$ cat src/rtl/t16_defines.vh
/*
  Constants of the 16-bit timer core: register select codes, field
  positions, reset values, clock select codes and fixed top values.
  Assumes inclusion by bare name from the timer design files.
*/
`ifndef T16_DEFINES_VH
`define T16_DEFINES_VH

// Register select codes on cpu_addr.
`define T16_A_CNT_L 4'h0
`define T16_A_CNT_H 4'h1
`define T16_A_OCA_L 4'h2
`define T16_A_OCA_H 4'h3
`define T16_A_OCB_L 4'h4
`define T16_A_OCB_H 4'h5
`define T16_A_CAP_L 4'h6
`define T16_A_CAP_H 4'h7
`define T16_A_CTRL_A 4'h8
`define T16_A_CTRL_B 4'h9
`define T16_A_FLAGS 4'ha
`define T16_A_MASK 4'hb

// Control A fields.
`define T16_CA_FOC_A 7
`define T16_CA_FOC_B 6
`define T16_CA_COM_A_HI 5
`define T16_CA_COM_A_LO 4
`define T16_CA_COM_B_HI 3
`define T16_CA_COM_B_LO 2
`define T16_CA_WGM_HI 1
`define T16_CA_WGM_LO 0

// Control B fields.
`define T16_CB_FILT 7
`define T16_CB_EDGE 6
`define T16_CB_SRC 5
`define T16_CB_WGM_HI 4
`define T16_CB_WGM_LO 3
`define T16_CB_CS_HI 2
`define T16_CB_CS_LO 0

// Flag and mask bit positions.
`define T16_F_OVF 0
`define T16_F_CMPB 1
`define T16_F_CMPA 2
`define T16_F_CAP 3

// Reset values.
`define T16_RST_BYTE 8'h00
`define T16_RST_WORD 16'h0000
`define T16_RST_FLAGS 4'h0

// Count limits.
`define T16_BOTTOM 16'h0000
`define T16_MAX 16'hffff
`define T16_TOP8 16'h00ff
`define T16_TOP9 16'h01ff
`define T16_TOP10 16'h03ff

// Clock select codes.
`define T16_CS_STOP 3'h0
`define T16_CS_CLK 3'h1
`define T16_CS_D8 3'h2
`define T16_CS_D64 3'h3
`define T16_CS_D256 3'h4
`define T16_CS_D1024 3'h5
`define T16_CS_EXT_FALL 3'h6
`define T16_CS_EXT_RISE 3'h7

// Noise filter length in samples.
`define T16_FILT_LEN 4

`endif

$ cat src/rtl/t16_prescaler.v
/*
  Free running prescaler giving one-cycle ticks at clk divided by 8, 64,
  256 and 1024. Assumes a single clock and a synchronous reset.
*/
`timescale 1ns/100ps
module t16_prescaler #(
  parameter WIDTH = 10
) (
  input wire clk, // System clock.
  input wire reset, // Synchronous reset, active high.
  output reg [3:0] tick_reg // Ticks /8, /64, /256, /1024.
);
  reg [WIDTH-1:0] count_reg;

  always @(posedge clk) begin
    if (reset) begin
      count_reg <= {WIDTH{1'b0}};
      tick_reg <= 4'h0;
    end else begin
      count_reg <= count_reg + {{(WIDTH-1){1'b0}}, 1'b1};
      tick_reg[0] <= &count_reg[2:0];
      tick_reg[1] <= &count_reg[5:0];
      tick_reg[2] <= &count_reg[7:0];
      tick_reg[3] <= &count_reg[9:0];
    end
  end
endmodule // t16_prescaler

$ cat src/rtl/t16_capture_filter.v
/*
  Noise filter for the capture input: the output follows the input only
  after LEN equal samples in a row. Assumes a synchronised input.
*/
`timescale 1ns/100ps
module t16_capture_filter #(
  parameter LEN = 4
) (
  input wire clk, // System clock.
  input wire reset, // Synchronous reset, active high.
  input wire enable, // Filter on when high.
  input wire din, // Synchronised input level.
  output reg dout_reg // Filtered level.
);
  reg [LEN-2:0] hist_reg;

  always @(posedge clk) begin
    if (reset) begin
      hist_reg <= {(LEN-1){1'b0}};
      dout_reg <= 1'b0;
    end else begin
      hist_reg <= {hist_reg[LEN-3:0], din};
      if (!enable) begin
        dout_reg <= din;
      end else if (&{hist_reg, din}) begin
        dout_reg <= 1'b1;
      end else if (~|{hist_reg, din}) begin
        dout_reg <= 1'b0;
      end
    end
  end
endmodule // t16_capture_filter

$ cat src/rtl/t16_core.v
/*
  16-bit timer/counter core with byte access through one shared high-byte
  holding register, compare values double-buffered in PWM modes, capture, flags and
  masks. Assumes an 8-bit CPU on the same clock issuing one-cycle read and
  write strobes; pins and the comparator are asynchronous.
*/
`timescale 1ns/100ps
`include "t16_defines.vh"

// What this block does
// - Counter, compares, capture are 16-bit registers
// - Control registers are plain 8-bit access
// - Each request flagged and individually masked
// - Clock select picks tick source and edge
// - Compares match counter continuously, set flags
// - Match drives waveform on compare pin
// - Capture edge copies counter into capture unless capture is top
// - Optional noise filter on capture input
// - Top from compare A, capture, fixed
// - No PWM on A when A is top
// - Compare A as top is double buffered in PWM modes only
// - Bottom is counter zero
// - Max is counter all ones
// - Top flagged at highest count value
// - One shared high-byte holding register
// - Low write loads holding plus low byte
// - Low read copies high into holding
// - Compare reads bypass the holding register
// - Force bits in A, two mode bits in B
// - Clock select zero stops the counter
// - CPU counter write beats count or clear
// - Capture flag cleared by service or one
// - Prescaled tick divides by 8/64/256/1024
module t16_core (
  input wire clk, // System clock.
  input wire reset, // Synchronous reset, active high.
  input wire [3:0] cpu_addr, // Register select.
  input wire cpu_wr, // Write strobe, one cycle.
  input wire cpu_rd, // Read strobe, one cycle.
  input wire [7:0] cpu_wdata, // Write data.
  output reg [7:0] cpu_rdata, // Read data, valid after the read edge.
  input wire ext_count_pin, // External count input.
  input wire capture_pin, // Capture input.
  input wire comparator_output, // Analog comparator result.
  input wire [3:0] int_ack, // Interrupt serviced, per flag.
  output reg compare_out_pin_a, // Compare output A.
  output reg compare_out_pin_b, // Compare output B.
  output reg [3:0] irq, // Masked requests, per flag.
  output reg at_bottom, // Counter is zero.
  output reg at_max, // Counter is all ones.
  output reg at_top // Counter equals current top.
);
  reg [15:0] timer_count_reg, timer_count_next;
  reg [15:0] cmp_a_buf_reg, cmp_b_buf_reg;
  reg [15:0] compare_value_a, compare_value_b;
  reg [15:0] capture_value;
  reg [7:0] hold_reg;
  reg [7:0] timer_control_a, timer_control_b;
  reg [3:0] timer_flag_reg, timer_mask_reg, flag_next;
  reg dir_up_reg, dir_up_next;
  reg ext_s1, ext_s2, ext_prev;
  reg cap_s1, cap_s2, cmp_s1, cmp_s2, cap_prev;
  reg timer_tick;
  wire [3:0] pre_tick;
  wire cap_filt;

  wire [3:0] waveform_mode_bits = {
    timer_control_b[`T16_CB_WGM_HI:`T16_CB_WGM_LO],
    timer_control_a[`T16_CA_WGM_HI:`T16_CA_WGM_LO]};
  wire [2:0] clock_select_bits =
    timer_control_b[`T16_CB_CS_HI:`T16_CB_CS_LO];
  wire [1:0] com_a = timer_control_a[`T16_CA_COM_A_HI:`T16_CA_COM_A_LO];
  wire [1:0] com_b = timer_control_a[`T16_CA_COM_B_HI:`T16_CA_COM_B_LO];

  wire wr_ctrl_a = cpu_wr && cpu_addr == `T16_A_CTRL_A;
  wire force_compare_a = wr_ctrl_a && cpu_wdata[`T16_CA_FOC_A];
  wire force_compare_b = wr_ctrl_a && cpu_wdata[`T16_CA_FOC_B];
  wire wr_cnt = cpu_wr && cpu_addr == `T16_A_CNT_L;
  wire [15:0] wr_word = {hold_reg, cpu_wdata};

  // Mode class decoders.
  function is_pwm;
    input [3:0] m;
    begin
      is_pwm = !(m == 4'h0 || m == 4'h4 || m == 4'hc || m == 4'hd);
    end
  endfunction

  function is_dual;
    input [3:0] m;
    begin
      is_dual = (m >= 4'h1 && m <= 4'h3) || (m >= 4'h8 && m <= 4'hb);
    end
  endfunction

  function top_from_a;
    input [3:0] m;
    begin
      top_from_a = m == 4'h4 || m == 4'h9 || m == 4'hb || m == 4'hf;
    end
  endfunction

  function top_from_cap;
    input [3:0] m;
    begin
      top_from_cap = m == 4'h8 || m == 4'ha || m == 4'hc || m == 4'he;
    end
  endfunction

  // Next level of a compare output for one channel.
  function wave_next;
    input cur;
    input [1:0] com;
    input match;
    input force_it;
    input pwm;
    input dual;
    input dir_up;
    input wrap;
    begin
      wave_next = cur;
      if (com == 2'h1) begin
        if (match || (force_it && !pwm))
          wave_next = ~cur;
      end else if (com != 2'h0) begin
        if (!pwm) begin
          if (match || force_it)
            wave_next = com[0];
        end else if (dual) begin
          if (match)
            wave_next = dir_up ? com[0] : ~com[0];
        end else if (match) begin
          wave_next = com[0];
        end else if (wrap) begin
          wave_next = ~com[0];
        end
      end
    end
  endfunction

  wire pwm = is_pwm(waveform_mode_bits);
  wire dual = is_dual(waveform_mode_bits);
  wire a_is_top = top_from_a(waveform_mode_bits);
  wire cap_is_top = top_from_cap(waveform_mode_bits);

  // In PWM modes A as top comes from the buffered (active) value.
  reg [15:0] top_value;
  always @* begin
    case (waveform_mode_bits)
      4'h1, 4'h5: top_value = `T16_TOP8;
      4'h2, 4'h6: top_value = `T16_TOP9;
      4'h3, 4'h7: top_value = `T16_TOP10;
      4'h4: top_value = cmp_a_buf_reg;
      4'h9, 4'hb, 4'hf: top_value = compare_value_a;
      4'h8, 4'ha, 4'hc, 4'he: top_value = capture_value;
      default: top_value = `T16_MAX;
    endcase
  end

  wire cnt_zero = timer_count_reg == `T16_BOTTOM;
  wire cnt_max = timer_count_reg == `T16_MAX;
  wire cnt_top = timer_count_reg == top_value;
  wire ev_top = timer_tick && cnt_top;
  wire ev_bottom = timer_tick && cnt_zero;
  wire [15:0] act_a = pwm ? compare_value_a : cmp_a_buf_reg;
  wire [15:0] act_b = pwm ? compare_value_b : cmp_b_buf_reg;
  wire match_a = timer_tick && timer_count_reg == act_a;
  wire match_b = timer_tick && timer_count_reg == act_b;
  wire ev_ovf = pwm ? (dual ? ev_bottom : ev_top) : (timer_tick && cnt_max);
  wire buf_load = !pwm ? 1'b1 :
    ((waveform_mode_bits == 4'h8 || waveform_mode_bits == 4'h9) ?
    ev_bottom : ev_top);
  wire [1:0] com_a_eff = (pwm && a_is_top && com_a[1]) ? 2'h0 : com_a;

  // Tick selection from prescaler, system clock or external edges.
  always @* begin
    case (clock_select_bits)
      `T16_CS_STOP: timer_tick = 1'b0;
      `T16_CS_CLK: timer_tick = 1'b1;
      `T16_CS_D8: timer_tick = pre_tick[0];
      `T16_CS_D64: timer_tick = pre_tick[1];
      `T16_CS_D256: timer_tick = pre_tick[2];
      `T16_CS_D1024: timer_tick = pre_tick[3];
      `T16_CS_EXT_FALL: timer_tick = ext_prev && !ext_s2;
      `T16_CS_EXT_RISE: timer_tick = !ext_prev && ext_s2;
      default: timer_tick = 1'b0;
    endcase
  end

  t16_prescaler #(.WIDTH(10)) u_pre (
    .clk(clk),
    .reset(reset),
    .tick_reg(pre_tick)
  );

  wire cap_src = timer_control_b[`T16_CB_SRC] ? cmp_s2 : cap_s2;

  t16_capture_filter #(.LEN(`T16_FILT_LEN)) u_filt (
    .clk(clk),
    .reset(reset),
    .enable(timer_control_b[`T16_CB_FILT]),
    .din(cap_src),
    .dout_reg(cap_filt)
  );

  wire cap_edge = timer_control_b[`T16_CB_EDGE] ? (cap_filt && !cap_prev) :
    (!cap_filt && cap_prev);
  wire do_capture = cap_edge && !cap_is_top;

  // Counter sequence; a CPU write overrides it.
  always @* begin
    timer_count_next = timer_count_reg;
    dir_up_next = dir_up_reg;
    if (timer_tick) begin
      if (dual) begin
        if (dir_up_reg) begin
          if (timer_count_reg >= top_value) begin
            dir_up_next = 1'b0;
            timer_count_next = timer_count_reg - 16'h0001;
          end else begin
            timer_count_next = timer_count_reg + 16'h0001;
          end
        end else if (cnt_zero) begin
          dir_up_next = 1'b1;
          timer_count_next = timer_count_reg + 16'h0001;
        end else begin
          timer_count_next = timer_count_reg - 16'h0001;
        end
      end else if (cnt_top) begin
        timer_count_next = `T16_BOTTOM;
      end else begin
        timer_count_next = timer_count_reg + 16'h0001;
      end
    end
    if (wr_cnt)
      timer_count_next = wr_word;
  end

  // Flags: hardware set wins over software or service clear.
  always @* begin
    flag_next = timer_flag_reg & ~int_ack;
    if (cpu_wr && cpu_addr == `T16_A_FLAGS)
      flag_next = flag_next & ~cpu_wdata[3:0];
    flag_next[`T16_F_OVF] = flag_next[`T16_F_OVF] | ev_ovf;
    flag_next[`T16_F_CMPB] = flag_next[`T16_F_CMPB] | match_b;
    flag_next[`T16_F_CMPA] = flag_next[`T16_F_CMPA] | match_a;
    flag_next[`T16_F_CAP] = flag_next[`T16_F_CAP] | do_capture;
  end

  always @(posedge clk) begin
    if (reset) begin
      timer_count_reg <= `T16_RST_WORD;
      dir_up_reg <= 1'b1;
      cmp_a_buf_reg <= `T16_RST_WORD;
      cmp_b_buf_reg <= `T16_RST_WORD;
      compare_value_a <= `T16_RST_WORD;
      compare_value_b <= `T16_RST_WORD;
      capture_value <= `T16_RST_WORD;
      hold_reg <= `T16_RST_BYTE;
      timer_control_a <= `T16_RST_BYTE;
      timer_control_b <= `T16_RST_BYTE;
      timer_flag_reg <= `T16_RST_FLAGS;
      timer_mask_reg <= `T16_RST_FLAGS;
      cpu_rdata <= `T16_RST_BYTE;
      ext_s1 <= 1'b0;
      ext_s2 <= 1'b0;
      ext_prev <= 1'b0;
      cap_s1 <= 1'b0;
      cap_s2 <= 1'b0;
      cmp_s1 <= 1'b0;
      cmp_s2 <= 1'b0;
      cap_prev <= 1'b0;
      compare_out_pin_a <= 1'b0;
      compare_out_pin_b <= 1'b0;
      irq <= 4'h0;
      at_bottom <= 1'b1;
      at_max <= 1'b0;
      at_top <= 1'b0;
    end else begin
      ext_s1 <= ext_count_pin;
      ext_s2 <= ext_s1;
      ext_prev <= ext_s2;
      cap_s1 <= capture_pin;
      cap_s2 <= cap_s1;
      cmp_s1 <= comparator_output;
      cmp_s2 <= cmp_s1;
      cap_prev <= cap_filt;
      timer_count_reg <= timer_count_next;
      dir_up_reg <= dir_up_next;
      timer_flag_reg <= flag_next;
      irq <= flag_next & timer_mask_reg;
      at_bottom <= timer_count_next == `T16_BOTTOM;
      at_max <= timer_count_next == `T16_MAX;
      at_top <= timer_count_next == top_value;
      if (buf_load) begin
        compare_value_a <= cmp_a_buf_reg;
        compare_value_b <= cmp_b_buf_reg;
      end
      if (do_capture)
        capture_value <= timer_count_reg;
      compare_out_pin_a <= wave_next(compare_out_pin_a, com_a_eff, match_a,
        force_compare_a, pwm, dual, dir_up_reg, ev_top);
      compare_out_pin_b <= wave_next(compare_out_pin_b, com_b, match_b,
        force_compare_b, pwm, dual, dir_up_reg, ev_top);
      if (cpu_wr) begin
        case (cpu_addr)
          `T16_A_CNT_H, `T16_A_OCA_H, `T16_A_OCB_H, `T16_A_CAP_H:
            hold_reg <= cpu_wdata;
          `T16_A_OCA_L: cmp_a_buf_reg <= wr_word;
          `T16_A_OCB_L: cmp_b_buf_reg <= wr_word;
          `T16_A_CAP_L: capture_value <= wr_word;
          `T16_A_CTRL_A: timer_control_a <= {2'h0, cpu_wdata[5:0]};
          `T16_A_CTRL_B: timer_control_b <= cpu_wdata;
          `T16_A_MASK: timer_mask_reg <= cpu_wdata[3:0];
          default: ;
        endcase
      end
      if (cpu_rd) begin
        case (cpu_addr)
          `T16_A_CNT_L: begin
            cpu_rdata <= timer_count_reg[7:0];
            hold_reg <= timer_count_reg[15:8];
          end
          `T16_A_CAP_L: begin
            cpu_rdata <= capture_value[7:0];
            hold_reg <= capture_value[15:8];
          end
          `T16_A_CNT_H, `T16_A_CAP_H: cpu_rdata <= hold_reg;
          `T16_A_OCA_L: cpu_rdata <= cmp_a_buf_reg[7:0];
          `T16_A_OCA_H: cpu_rdata <= cmp_a_buf_reg[15:8];
          `T16_A_OCB_L: cpu_rdata <= cmp_b_buf_reg[7:0];
          `T16_A_OCB_H: cpu_rdata <= cmp_b_buf_reg[15:8];
          `T16_A_CTRL_A: cpu_rdata <= timer_control_a;
          `T16_A_CTRL_B: cpu_rdata <= timer_control_b;
          `T16_A_FLAGS: cpu_rdata <= {4'h0, timer_flag_reg};
          `T16_A_MASK: cpu_rdata <= {4'h0, timer_mask_reg};
          default: cpu_rdata <= 8'h00;
        endcase
      end
    end
  end
endmodule // t16_core

$ cat config.mk
export PLATFORM = sky130hd
export DESIGN_NAME = t16_core
export DESIGN_NICKNAME = d
export VERILOG_FILES = /design/src/rtl/t16_prescaler.v /design/src/rtl/t16_capture_filter.v /design/src/rtl/t16_core.v
export VERILOG_INCLUDE_DIRS = /design/src /design/src/rtl
export SDC_FILE = /design/constraint.sdc
export NUM_CORES = 1
export LEC_CHECK = 0
export CAP_MARGIN = 25
export CELL_PAD_IN_SITES_DETAIL_PLACEMENT = 1
export CELL_PAD_IN_SITES_GLOBAL_PLACEMENT = 2
export CORE_ASPECT_RATIO = 1.1
export CORE_MARGIN = 5
export CORE_UTILIZATION = 42
export DETAILED_ROUTE_END_ITERATION = 8
export DONT_BUFFER_PORTS = 1
export PLACE_DENSITY_LB_ADDON = 0.05
export SETUP_SLACK_MARGIN = 0.02
export SLEW_MARGIN = 40
export SYNTH_ARGS = -nofsm -noshare
export SYNTH_HDL_FRONTEND = slang
export SYNTH_SLANG_ARGS = --single-unit
$ cat constraint.sdc
create_clock -name clk -period 10.8 [get_ports clk]
set_input_delay 2.16 -clock clk [delete_from_list [all_inputs] [get_ports clk]]
set_output_delay 2.16 -clock clk [all_outputs]
set_load 0.005 [all_outputs]
**Word level (Yosys, flattened, before mapping)**

Index checks and enable logic that the tools add are counted.

- Bits of input ports: 23
- Output and inout bits: 17
- Register bits after elaboration: 170
- Logic and storage cells: 227

- Add/sub/neg operators: 3
- Muxes and demuxes: 53
- Equality and inequality tests: 48
- Reduce and logical (&&, ||, !) cells: 74
- Order comparisons: 5
- Bitwise gates (word level): 13

Operators by type and width:

| operator | number |
|---|---|
| $mux 16 | 12 |
| $pmux 16 s6 | 1 |
| $pmux 8 s11 | 1 |
| $eq 16x16->1 | 4 |
| $eq 4x4->1 const B | 12 |
| $eq 16x16->1 const B | 2 |
| $eq 4x3->1 const B | 8 |
| $logic_not 16->1 | 2 |
| $mux 1 | 32 |
| $mux 8 | 3 |
| $logic_and 1x1->1 | 21 |
| $add 16x1->16 const B | 1 |
| $eq 4x2->1 const B | 4 |
| $ge 16x16->1 | 1 |
| $pmux 8 s2 | 1 |
| $sub 16x1->16 const B | 1 |
| $logic_or 1x1->1 | 15 |
| $and 4x4->4 | 3 |
| $eq 3x3->1 const B | 4 |
| $reduce_and 2->1 | 6 |
| $reduce_or 4->1 | 3 |
| $add 10x1->10 const B | 1 |
| $reduce_and 10->1 | 1 |
| $reduce_and 5->1 | 2 |
| other kinds (29) | 55 |

**Longest topological paths before layout**

Gate-level depths: netlist of run 1.

- Depth after elaboration: 15
- Depth in mapped cells: 20
- Gate-level depth less buffers: 16

**Modules after synthesis**

Synthesis of run 1 repeated with hierarchy kept, for this count alone.

- Cell total of the unflattened synthesis: 1325
- Area, all modules: 10344.9 µm²

Modules (own cells, without submodules):

| module | cells an instance | area each (µm²) | times used | sequential area each (µm²) |
|---|---|---|---|---|
| t16_core | 1262 | 9691.8 | 1 | 3042.9 |
| t16_prescaler | 52 | 524.3 | 1 | 280.3 |
| t16_capture_filter | 11 | 128.9 | 1 | 80.1 |

**Worst setup path before layout of run 1**

Ideal clock, no wire load.

- Path kind: input -> register
- Start point: input port cpu_addr[1]
- End point: register at_top
- Data arrival time: 4500 ps
- Stages: 13
- Setup time: 87 ps
- Path slack: 6213 ps
- Path through: clkbuf_1 nor4_1 and2_1 buf_2 buf_2 nand2_1 o21ai_1 nor3_1 o22ai_1 o2111ai_1 a211oi_1 nand4_1 nor4b_2

- Cells in the longest elaborated chain, start to end: 4

Ends and longest elaborated chain:

| item | RTL line | RTL |
|---|---|---|
| from (decl) | t16_core.v:37 | `input wire [3:0] cpu_addr,` |
| $logic_not 4->1 | -- |  |
| $logic_and 1x1->1 (no source line) | -- |  |
| $mux 16 | t16_core.v:235 | `if (wr_cnt)` |
| $eq 16x16->1 | t16_core.v:294 | `at_top <= timer_count_next == top_value;` |
| to (signal assigned) | t16_core.v:294 |  |
| to (decl) | t16_core.v:51 | `output reg at_top` |

Every way passes these cells.
A chain may end at the register's enable or synchronous reset.

**Final worst setup path of run 1**

- Start point: register timer_control_a[1]
- End point: register at_top

- Cells in the longest elaborated chain, start to end: 10
- Elaborated cells on any way between the ends: 36

Ends and longest elaborated chain:

| item | RTL line | RTL |
|---|---|---|
| from (decl) | t16_core.v:58 | `reg [7:0] timer_control_a, timer_control_b;` |
| from (signal assigned) | t16_core.v:260 | `` timer_control_a <= `T16_RST_BYTE; `` |
| from (signal assigned) | t16_core.v:312 | `` `T16_A_CTRL_A: timer_control_a <= {2'h0, cpu_wdata[5:0]}; `` |
| $eq 4x4->1 (tied with other cells) | t16_core.v:149 | `case (waveform_mode_bits)` |
| $reduce_or 4->1 (tied with other cells) | t16_core.v:149 |  |
| $pmux 16 s6 | t16_core.v:149 |  |
| $ge 16x16->1 | t16_core.v:217 | `if (timer_count_reg >= top_value) begin` |
| $mux 16 | t16_core.v:217 |  |
| $mux 16 | t16_core.v:216 | `if (dir_up_reg) begin` |
| $mux 16 | t16_core.v:215 | `if (dual) begin` |
| $mux 16 | t16_core.v:214 | `if (timer_tick) begin` |
| $mux 16 | t16_core.v:235 |  |
| $eq 16x16->1 * | t16_core.v:294 |  |

Mark *: on every way between the ends. The rest lies on a longest branch, timed or not.

==> reports/results.ini, run 1 <==
[outcome]
status = complete, no violations

[clocking]
postCtsSetupBuffers = 0
htree_num_levels = 4
clk_transition_reported_paths_ns = 0.09
clk_latency_ns = 0.45
clock-sinks = 170
ctsHoldBuffers = 0
clockBufferDepth = 2
cts_root_buffer = clkbuf_16
cts.repair.resized = 0
numCtsBuffers = 17
cts_tree = built

[route]
wl_mm = 43.6
wl_per_cell_um = 27.7
vias_per_cell = 6.35
vias = 9973
drc = 0
ant_nets = 0
drt-initial-drc-count = 849
dr.pass1.iters = 5

[yosys]
yosysTopAreaCell = dfxtp_1
netlist_area_mm2 = 0.0103
syn_inst = 1300
synth-edff-count = 0
synth_warnings = 0
syn_avg_cell_area_um2 = 7.91
async_reset_ff_share_pct = 0
synth-main-ff-cell = dfxtp_1
synth_fp_nets = 1344
ys_seq_elements = 170
yosys-top-cells-area = dfxtp_1, mux2i_1, nor2_1
synth.distinct_cells = 78
synth_top_area_share_pct = 33.1
ys_seq_area_share_pct = 33.1

[worst_setup_path]
crit_type = reg -> reg
worstSetupEndpointType = flop
critPathBufInv = 0
slowest_delay_ns = 0.76
ff2ff_setup_slack_ns = 5.54
crit_path_end = at_top
arrival_ns = 5.63
crit_family = compound AO/OA/AOI/OAI gates
reg2reg_depth = 14
crit_cells = 14
cp_slowest_cell = dfxtp_1
r2r_start = timer_control_a[1]
path_cells = nand2b_1, nand3_1, o22ai_1, ha_1, nand4_1, or3_4, o32ai_4, o21ai_4, nor2_4, mux2_2, a211oi_1, xor2_1, a2111oi_0, nor4b_2
critPathRequiredTime_ns = 11.17
critPathMaxFanout = 16
reg2reg_to = at_top
setup.worst_path.start_class = flop
crit_start = timer_control_a[1]

[timing]
finalSetupViolations = 0
period_minus_slack_ns = 5.26
rsz0062_at_grt = no
whs_ns = 0.439
fin_crit_sh_pct = 48.7
tightestPinTransition_ns = 0.913
clock.fmax_mhz = 190
fin_ws_ns = 5.54
max-slew-margin-rel_pct = 39.1
fin_setup_tns_ns = 0
finalHoldViolations = 0
fin_skew_ns = 0.0206
finalMaxSlewViolations = 0

[layout]
syn_to_final_growth_pct = 8.40
diodes = 0
drive_gt1_share_pct = 7.45
nets = 1292

[floorplanning]
dieArea_mm2 = 0.0277
pin_count = 40
row_count = 60
start_util_pct = 42.3
die_w_um = 159
fp.dieH_um = 174
core_area_mm2 = 0.0243

[place]
dp_worst_setup_slack_ns = 5.46
hpwl_mm = 30.9
io_buffer_count = 0
place.gp.congestion = 0.949

[global_routing]
antenna_found_initial = 1
track_usage_pct = 30.9
grt_max_degree = 156
grt_overflow_total = 0
first_global_vias = 10200
grt_pass1_wl_mm = 65.5

[power]
power.leakage_nw = 4.15
total_power_w = 0.00146
p_per_area_mw_per_mm2 = 131
vdd_ir_drop_max_mv = 0.0952

[run]
max_cap_viol_count = 0

[min_path]
min_path_type = reg -> reg

==> worst min-delay path by stage <==
stage | cells after the start | slack, ns | to | start
after floorplan | 1 | 0.41 | cap_s2 | cap_s1
after global placement | 1 | 0.42 | ext_s2 | ext_s1
after detailed placement | 1 | 0.43 | ext_s2 | ext_s1
after CTS | 1 | 0.45 | ext_s2 | ext_s1
after global routing | 1 | 0.47 | cmp_s2 | cmp_s1
final | 1 | 0.44 | ext_s2 | ext_s1
==> cells by family after synthesis <==
group                    count (synthesis)  synth area share [%]
XOR/XNOR                                59                  5.03
AND/OR/NAND/NOR                        531                  24.2
multiplexers                           109                  10.8
AO/OA/AOI/OAI                          294                  19.8
adder cells (fa/ha/maj)                 21                  2.56
flip-flops                             170                  33.1
buffers and inverters                  116                  4.56
==> worst register-to-register path, stage by stage (launching register included) <==
cell and delay (ns):
dfxtp_1 0.76, nand2b_1 0.29, nand3_1 0.30, o22ai_1 0.44
ha_1 0.23, nand4_1 0.15, or3_4 0.44, o32ai_4 0.39
o21ai_4 0.20, nor2_4 0.29, mux2_2 0.36, a211oi_1 0.69
xor2_1 0.14, a2111oi_0 0.29, nor4b_2 0.23
==> cell usage in the layout, fill, tap and decap left out, types with 21 or more instances in the layout <==
master	netlist	final
ha_1	21	21
nor3_1	29	29
nor2_1	184	181
buf_4	0	23
a21oi_1	91	90
dfxtp_1	170	169
a211oi_1	30	30
nor2b_1	25	24
nand2_1	143	142
mux2i_1	106	106
o21ai_0	29	29
nand3_1	39	39
xnor2_1	40	40
==> synthesized netlist by cell type, drive strengths merged (25+ instances only) <==
master    n
nor3     32
nand2   143
nor2    188
o21ai    32
nand3    39
mux2i   106
xnor2    40
dfxtp   170
a211oi   30
a21oi    93
buf      28
clkbuf   68
nor2b    25
==> per-layer routing <==
| metal | GRT usage (%) | vias up | share of wire [%] | wire length (um) |
|---|---|---|---|---|
| met1 | 38.2 | 4939 | 42 | 18300 |
| met4 | 16.7 | 0 | 6.0 | 2610 |
| met2 | 51.5 | 350 | 47 | 20400 |
| li1 | - | 4561 | - | - |
| met3 | 4.88 | 123 | 5.3 | 2290 |
| met5 | 0 | - | 0 | 0 |
==> power breakdown <==
group	internal [W]	switching [W]	total, W
combinational	0.0000557	0.000100	0.000156
sequential	0.000639	0.0000187	0.000657
clock	0.000318	0.000329	0.000646
total	0.00101	0.000448	0.00146
==> layout make-up <==
| cell class | instances | area, um2 |
|---|---|---|
| clock buffer | 17 | 425 |
| clock inverter | 15 | 195 |
| fill | 2920 | 13200 |
| inverter | 20 | 75.1 |
| multi-input combinational | 1014 | 6450 |
| sequential | 170 | 3400 |
| tap | 310 | 388 |
| timing repair buffer | 25 | 203 |
==> through the flow <==
step / cell area [um2] / util (%) / cells
after floorplan: 10300 / - / 1300
after detailed placement: 10500 / 43.2 / 1539
final: 11100 / 45.8 / 1571
after CTS: 11100 / 45.8 / 1571
after global placement: 10500 / 43.1 / 1537
after global routing: 11100 / 45.8 / 1571
Power figures use the tool's default switching activity.
==> run 2: changes to the inputs <==
ABC_AREA = 1   (was not set)
CORE_UTILIZATION = 32   (was 42)
clock period = 4.2 ns   (was 10.8 ns; I/O delays follow)
==> run 2 against run 1 <==
  * Global-route usage decreased by 3.6 points
  * Setup slack got worse by 5.3 ns
  * Sequential cell count unchanged
  * Die area increased by 31%
  * Routed wire length increased by 14%
  * Fmax increased by 34%
  * Power increased to 2.6 times the previous value
  * Critical path type unchanged
  * Critical endpoint unchanged
==> reports/results.ini, run 2 <==
[min_path]
min_path_type = reg -> reg
hold_end = cmp_s2
min_from = cmp_s1
hold_path_depth = 2  ; +1

[layout]
syn_to_final_growth_pct = 10.6
fillers = 4211  ; +44%
drive_gt1_share_pct = 8.62  ; +1.2 points
seq_area_mm2 = 0.00340  ; about the same
instances_no_fill = 2028  ; +29%
layout_common_cells = nand2_1, inv_1, dfxtp_1
nets = 1632  ; +26%
stdcell_area_mm2 = 0.0115  ; +3.6%
final_common_cell = nand2_1
multi_input_comb_area_mm2 = 0.00591  ; -8.4%

[yosys]
ys_seq_elements = 170  ; unchanged
yosysTopAreaCell = dfxtp_1
synth_top_area_share_pct = 32.6  ; -0.52 points
synth-main-ff-cell = dfxtp_1
synth_fp_nets = 1648  ; +23%
synth_warnings = 0  ; unchanged
synthMostInstantiatedCell = nand2_1
async_reset_ff_share_pct = 0  ; unchanged
synth.distinct_cells = 53  ; -32%
synthTopCellsByCount = nand2_1, inv_1, dfxtp_1
netlist_area_mm2 = 0.0104  ; +1.6%
ys_seq_area_share_pct = 32.6  ; -0.52 points
yosys-top-cells-area = dfxtp_1, nand2_1, a21oi_1
syn_avg_cell_area_um2 = 6.51  ; -18%
synth-edff-count = 0  ; unchanged
syn_inst = 1604  ; +23%

[power]
intPower_w = 0.00259  ; +160%
p_sw_w = 0.00120  ; +170%
p_per_area_mw_per_mm2 = 328  ; +150%
vdd_ir_drop_max_mv = 0.265  ; +180%
total_power_w = 0.00379  ; +160%
seqPwrFrac_pct = 44.9  ; about the same
power.leakage_nw = 4.76  ; +15%
pwr-share-clk_pct = 40.7  ; -3.6 points
p_comb_share_pct = 14.4  ; +3.7 points
swShare_pct = 31.6  ; +0.89 points

[route]
drt-initial-drc-count = 734  ; -14%
vias = 10900  ; +9.2%
wl_mm = 49.5  ; +14%
ant_nets = 0  ; unchanged
vias_per_cell = 5.37  ; -15%
dr.pass1.iters = 5  ; unchanged
drc = 0  ; unchanged
wl_per_cell_um = 24.4  ; -12%

[worst_setup_path]
r2r_start = timer_control_a[0]
cp_slowest_cell = dfxtp_1
slowest_delay_ns = 0.48  ; -0.28 ns
arrival_ns = 4.33  ; -1.30 ns
worstSetupEndpointType = flop
reg2reg_to = at_top
critPathBufInv = 4  ; +4
critPathMaxFanout = 15  ; -1
crit_type = reg -> reg
crit_family = simple AND/OR/NAND/NOR gates
ff2ff_setup_slack_ns = 0.27  ; -5.26 ns
critPathRequiredTime_ns = 4.60  ; -6.57 ns
crit_top_cell = nand2_1
setup.worst_path.start_class = flop
reg2reg_depth = 26  ; +12

[place]
placed_area_mm2 = 0.0109  ; +4.0%
io_buffer_count = 0  ; unchanged
hpwl_mm = 37.2  ; +21%
place.gp.congestion = 0.929  ; -2.1%
dpl.cell_count = 1994  ; +30%

[clocking]
clock-sinks = 170  ; unchanged
cts_root_buffer = clkbuf_16
numCtsBuffers = 17  ; unchanged
clk_transition_reported_paths_ns = 0.07  ; -0.02 ns
cts_tree = built
ctsHoldBuffers = 0  ; unchanged
htree_num_levels = 4  ; unchanged
clockBufferDepth = 2  ; unchanged
clk_latency_ns = 0.46  ; about the same

[global_routing]
met1_usage_pct = 34.1  ; -4.1 points
grt_util_met3_pct = 4.26  ; -0.63 points
first_global_vias = 11000  ; +8.1%
antenna_found_initial = 1  ; unchanged
grt_use_met2_pct = 47.3  ; -4.2 points
grt_max_degree = 78  ; -50%
grt_overflow_total = 0  ; unchanged
grt_pass1_wl_mm = 73.0  ; +11%
busiest_layer = met2
track_usage_pct = 27.2  ; -3.6 points

[timing]
fin_crit_sh_pct = 93.5  ; +45 points
rsz0062_at_grt = yes
finalSetupViolations = 0  ; unchanged
finalHoldViolations = 0  ; unchanged
clock.fmax_mhz = 255  ; +34%
fin_setup_tns_ns = 0  ; unchanged
fin_skew_ns = 0.0105  ; -0.0100 ns
finalMaxSlewViolations = 0  ; unchanged
tightestPinTransition_ns = 0.833  ; -0.0802 ns
max-slew-margin-rel_pct = 44.4  ; +5.4 points
period_minus_slack_ns = 3.93  ; -1.34 ns

[outcome]
status = complete, no violations

[floorplanning]
fp.dieH_um = 199  ; +15%
die_w_um = 182  ; +15%
dieArea_mm2 = 0.0364  ; +31%
core_area_mm2 = 0.0323  ; +33%
start_util_pct = 32.3  ; -9.9 points
row_count = 69  ; +15%
pin_count = 40  ; unchanged

[run]
max_cap_viol_count = 0  ; unchanged

-- run 2: layout make-up --
type                            count  share of cell area (%)
Antenna cell                        1                  0.0217
Clock buffer                       18                    3.72
Clock inverter                     14                   0.953
Inverter                          229                    7.51
Multi-Input combinational cell   1133                    51.2
Sequential cell                   170                    29.5
Tap cell                          426                    4.61
Timing Repair Buffer               37                    2.51
-- run 2: through the flow --
stage                     hold WS (ns)  util, %  setup WS, ns
after floorplan                  0.388        -          1.03
after global placement           0.390     33.9         0.237
after detailed placement         0.398     33.9         0.115
after CTS                        0.408     35.5        0.0859
after global routing             0.424     35.8       -0.0160
final                            0.406     35.8         0.273
-- run 2: cells by family (layout without fill, tap and decap cells) --
| logic type | Yosys count | after routing | share of synthesized area (%) |
|---|---|---|---|
| compound gates | 422 | 422 | 22.5 |
| xor+xnor | 45 | 45 | 3.77 |
| fa+ha+maj | 21 | 21 | 2.52 |
| buf+inv | 301 | 298 | 11.5 |
| flops | 170 | 170 | 32.6 |
| mux | 1 | 1 | 0.0958 |
| other cells | 0 | 1 | 0 |
| simple gates | 644 | 644 | 27.0 |
-- run 2: worst max path at each step --
stage          slack, ns  cells after the start          startpoint         to
2_1_floorplan       1.03                     24  timer_control_b[4]  at_bottom
3_3_place_gp        0.24                     25  timer_control_b[4]     at_top
3_5_place_dp        0.11                     24  timer_control_a[0]     at_top
4_1_cts             0.09                     21  timer_control_a[0]     at_max
5_1_grt            -0.02                     26  timer_control_a[0]     at_top
6_report            0.27                     26  timer_control_a[0]     at_top
-- run 2: power groups by stage --
stage               registers [W]  logic [W]  clock network [W]
floorplan                 0.00171   0.000380                  0
global placement          0.00174   0.000531                  0
detailed placement        0.00174   0.000538                  0
CTS                       0.00170   0.000540            0.00157
global route              0.00170   0.000610            0.00164
finish                    0.00170   0.000547            0.00154
-- run 2: tightest hold or removal path, cell delays in order (launching register included) --
cell	delay, ns
dfxtp_1	0.30
inv_1	0.04
nor2_1	0.03
-- run 2: metal layers --
metal,up-vias,part of all wire [%],wire length [um]
met1,5320,44,22000
met3,86,3.9,1950
met5,-,0,0
met2,259,48,23700
li1,5227,-,-
met4,0,3.8,1890
-- run 2: what timing repair did --
item                       in CTS  in global routing
setup buffers                   0                  1
gates resized for setup         0                 14
setup endpoints to repair       0                  3
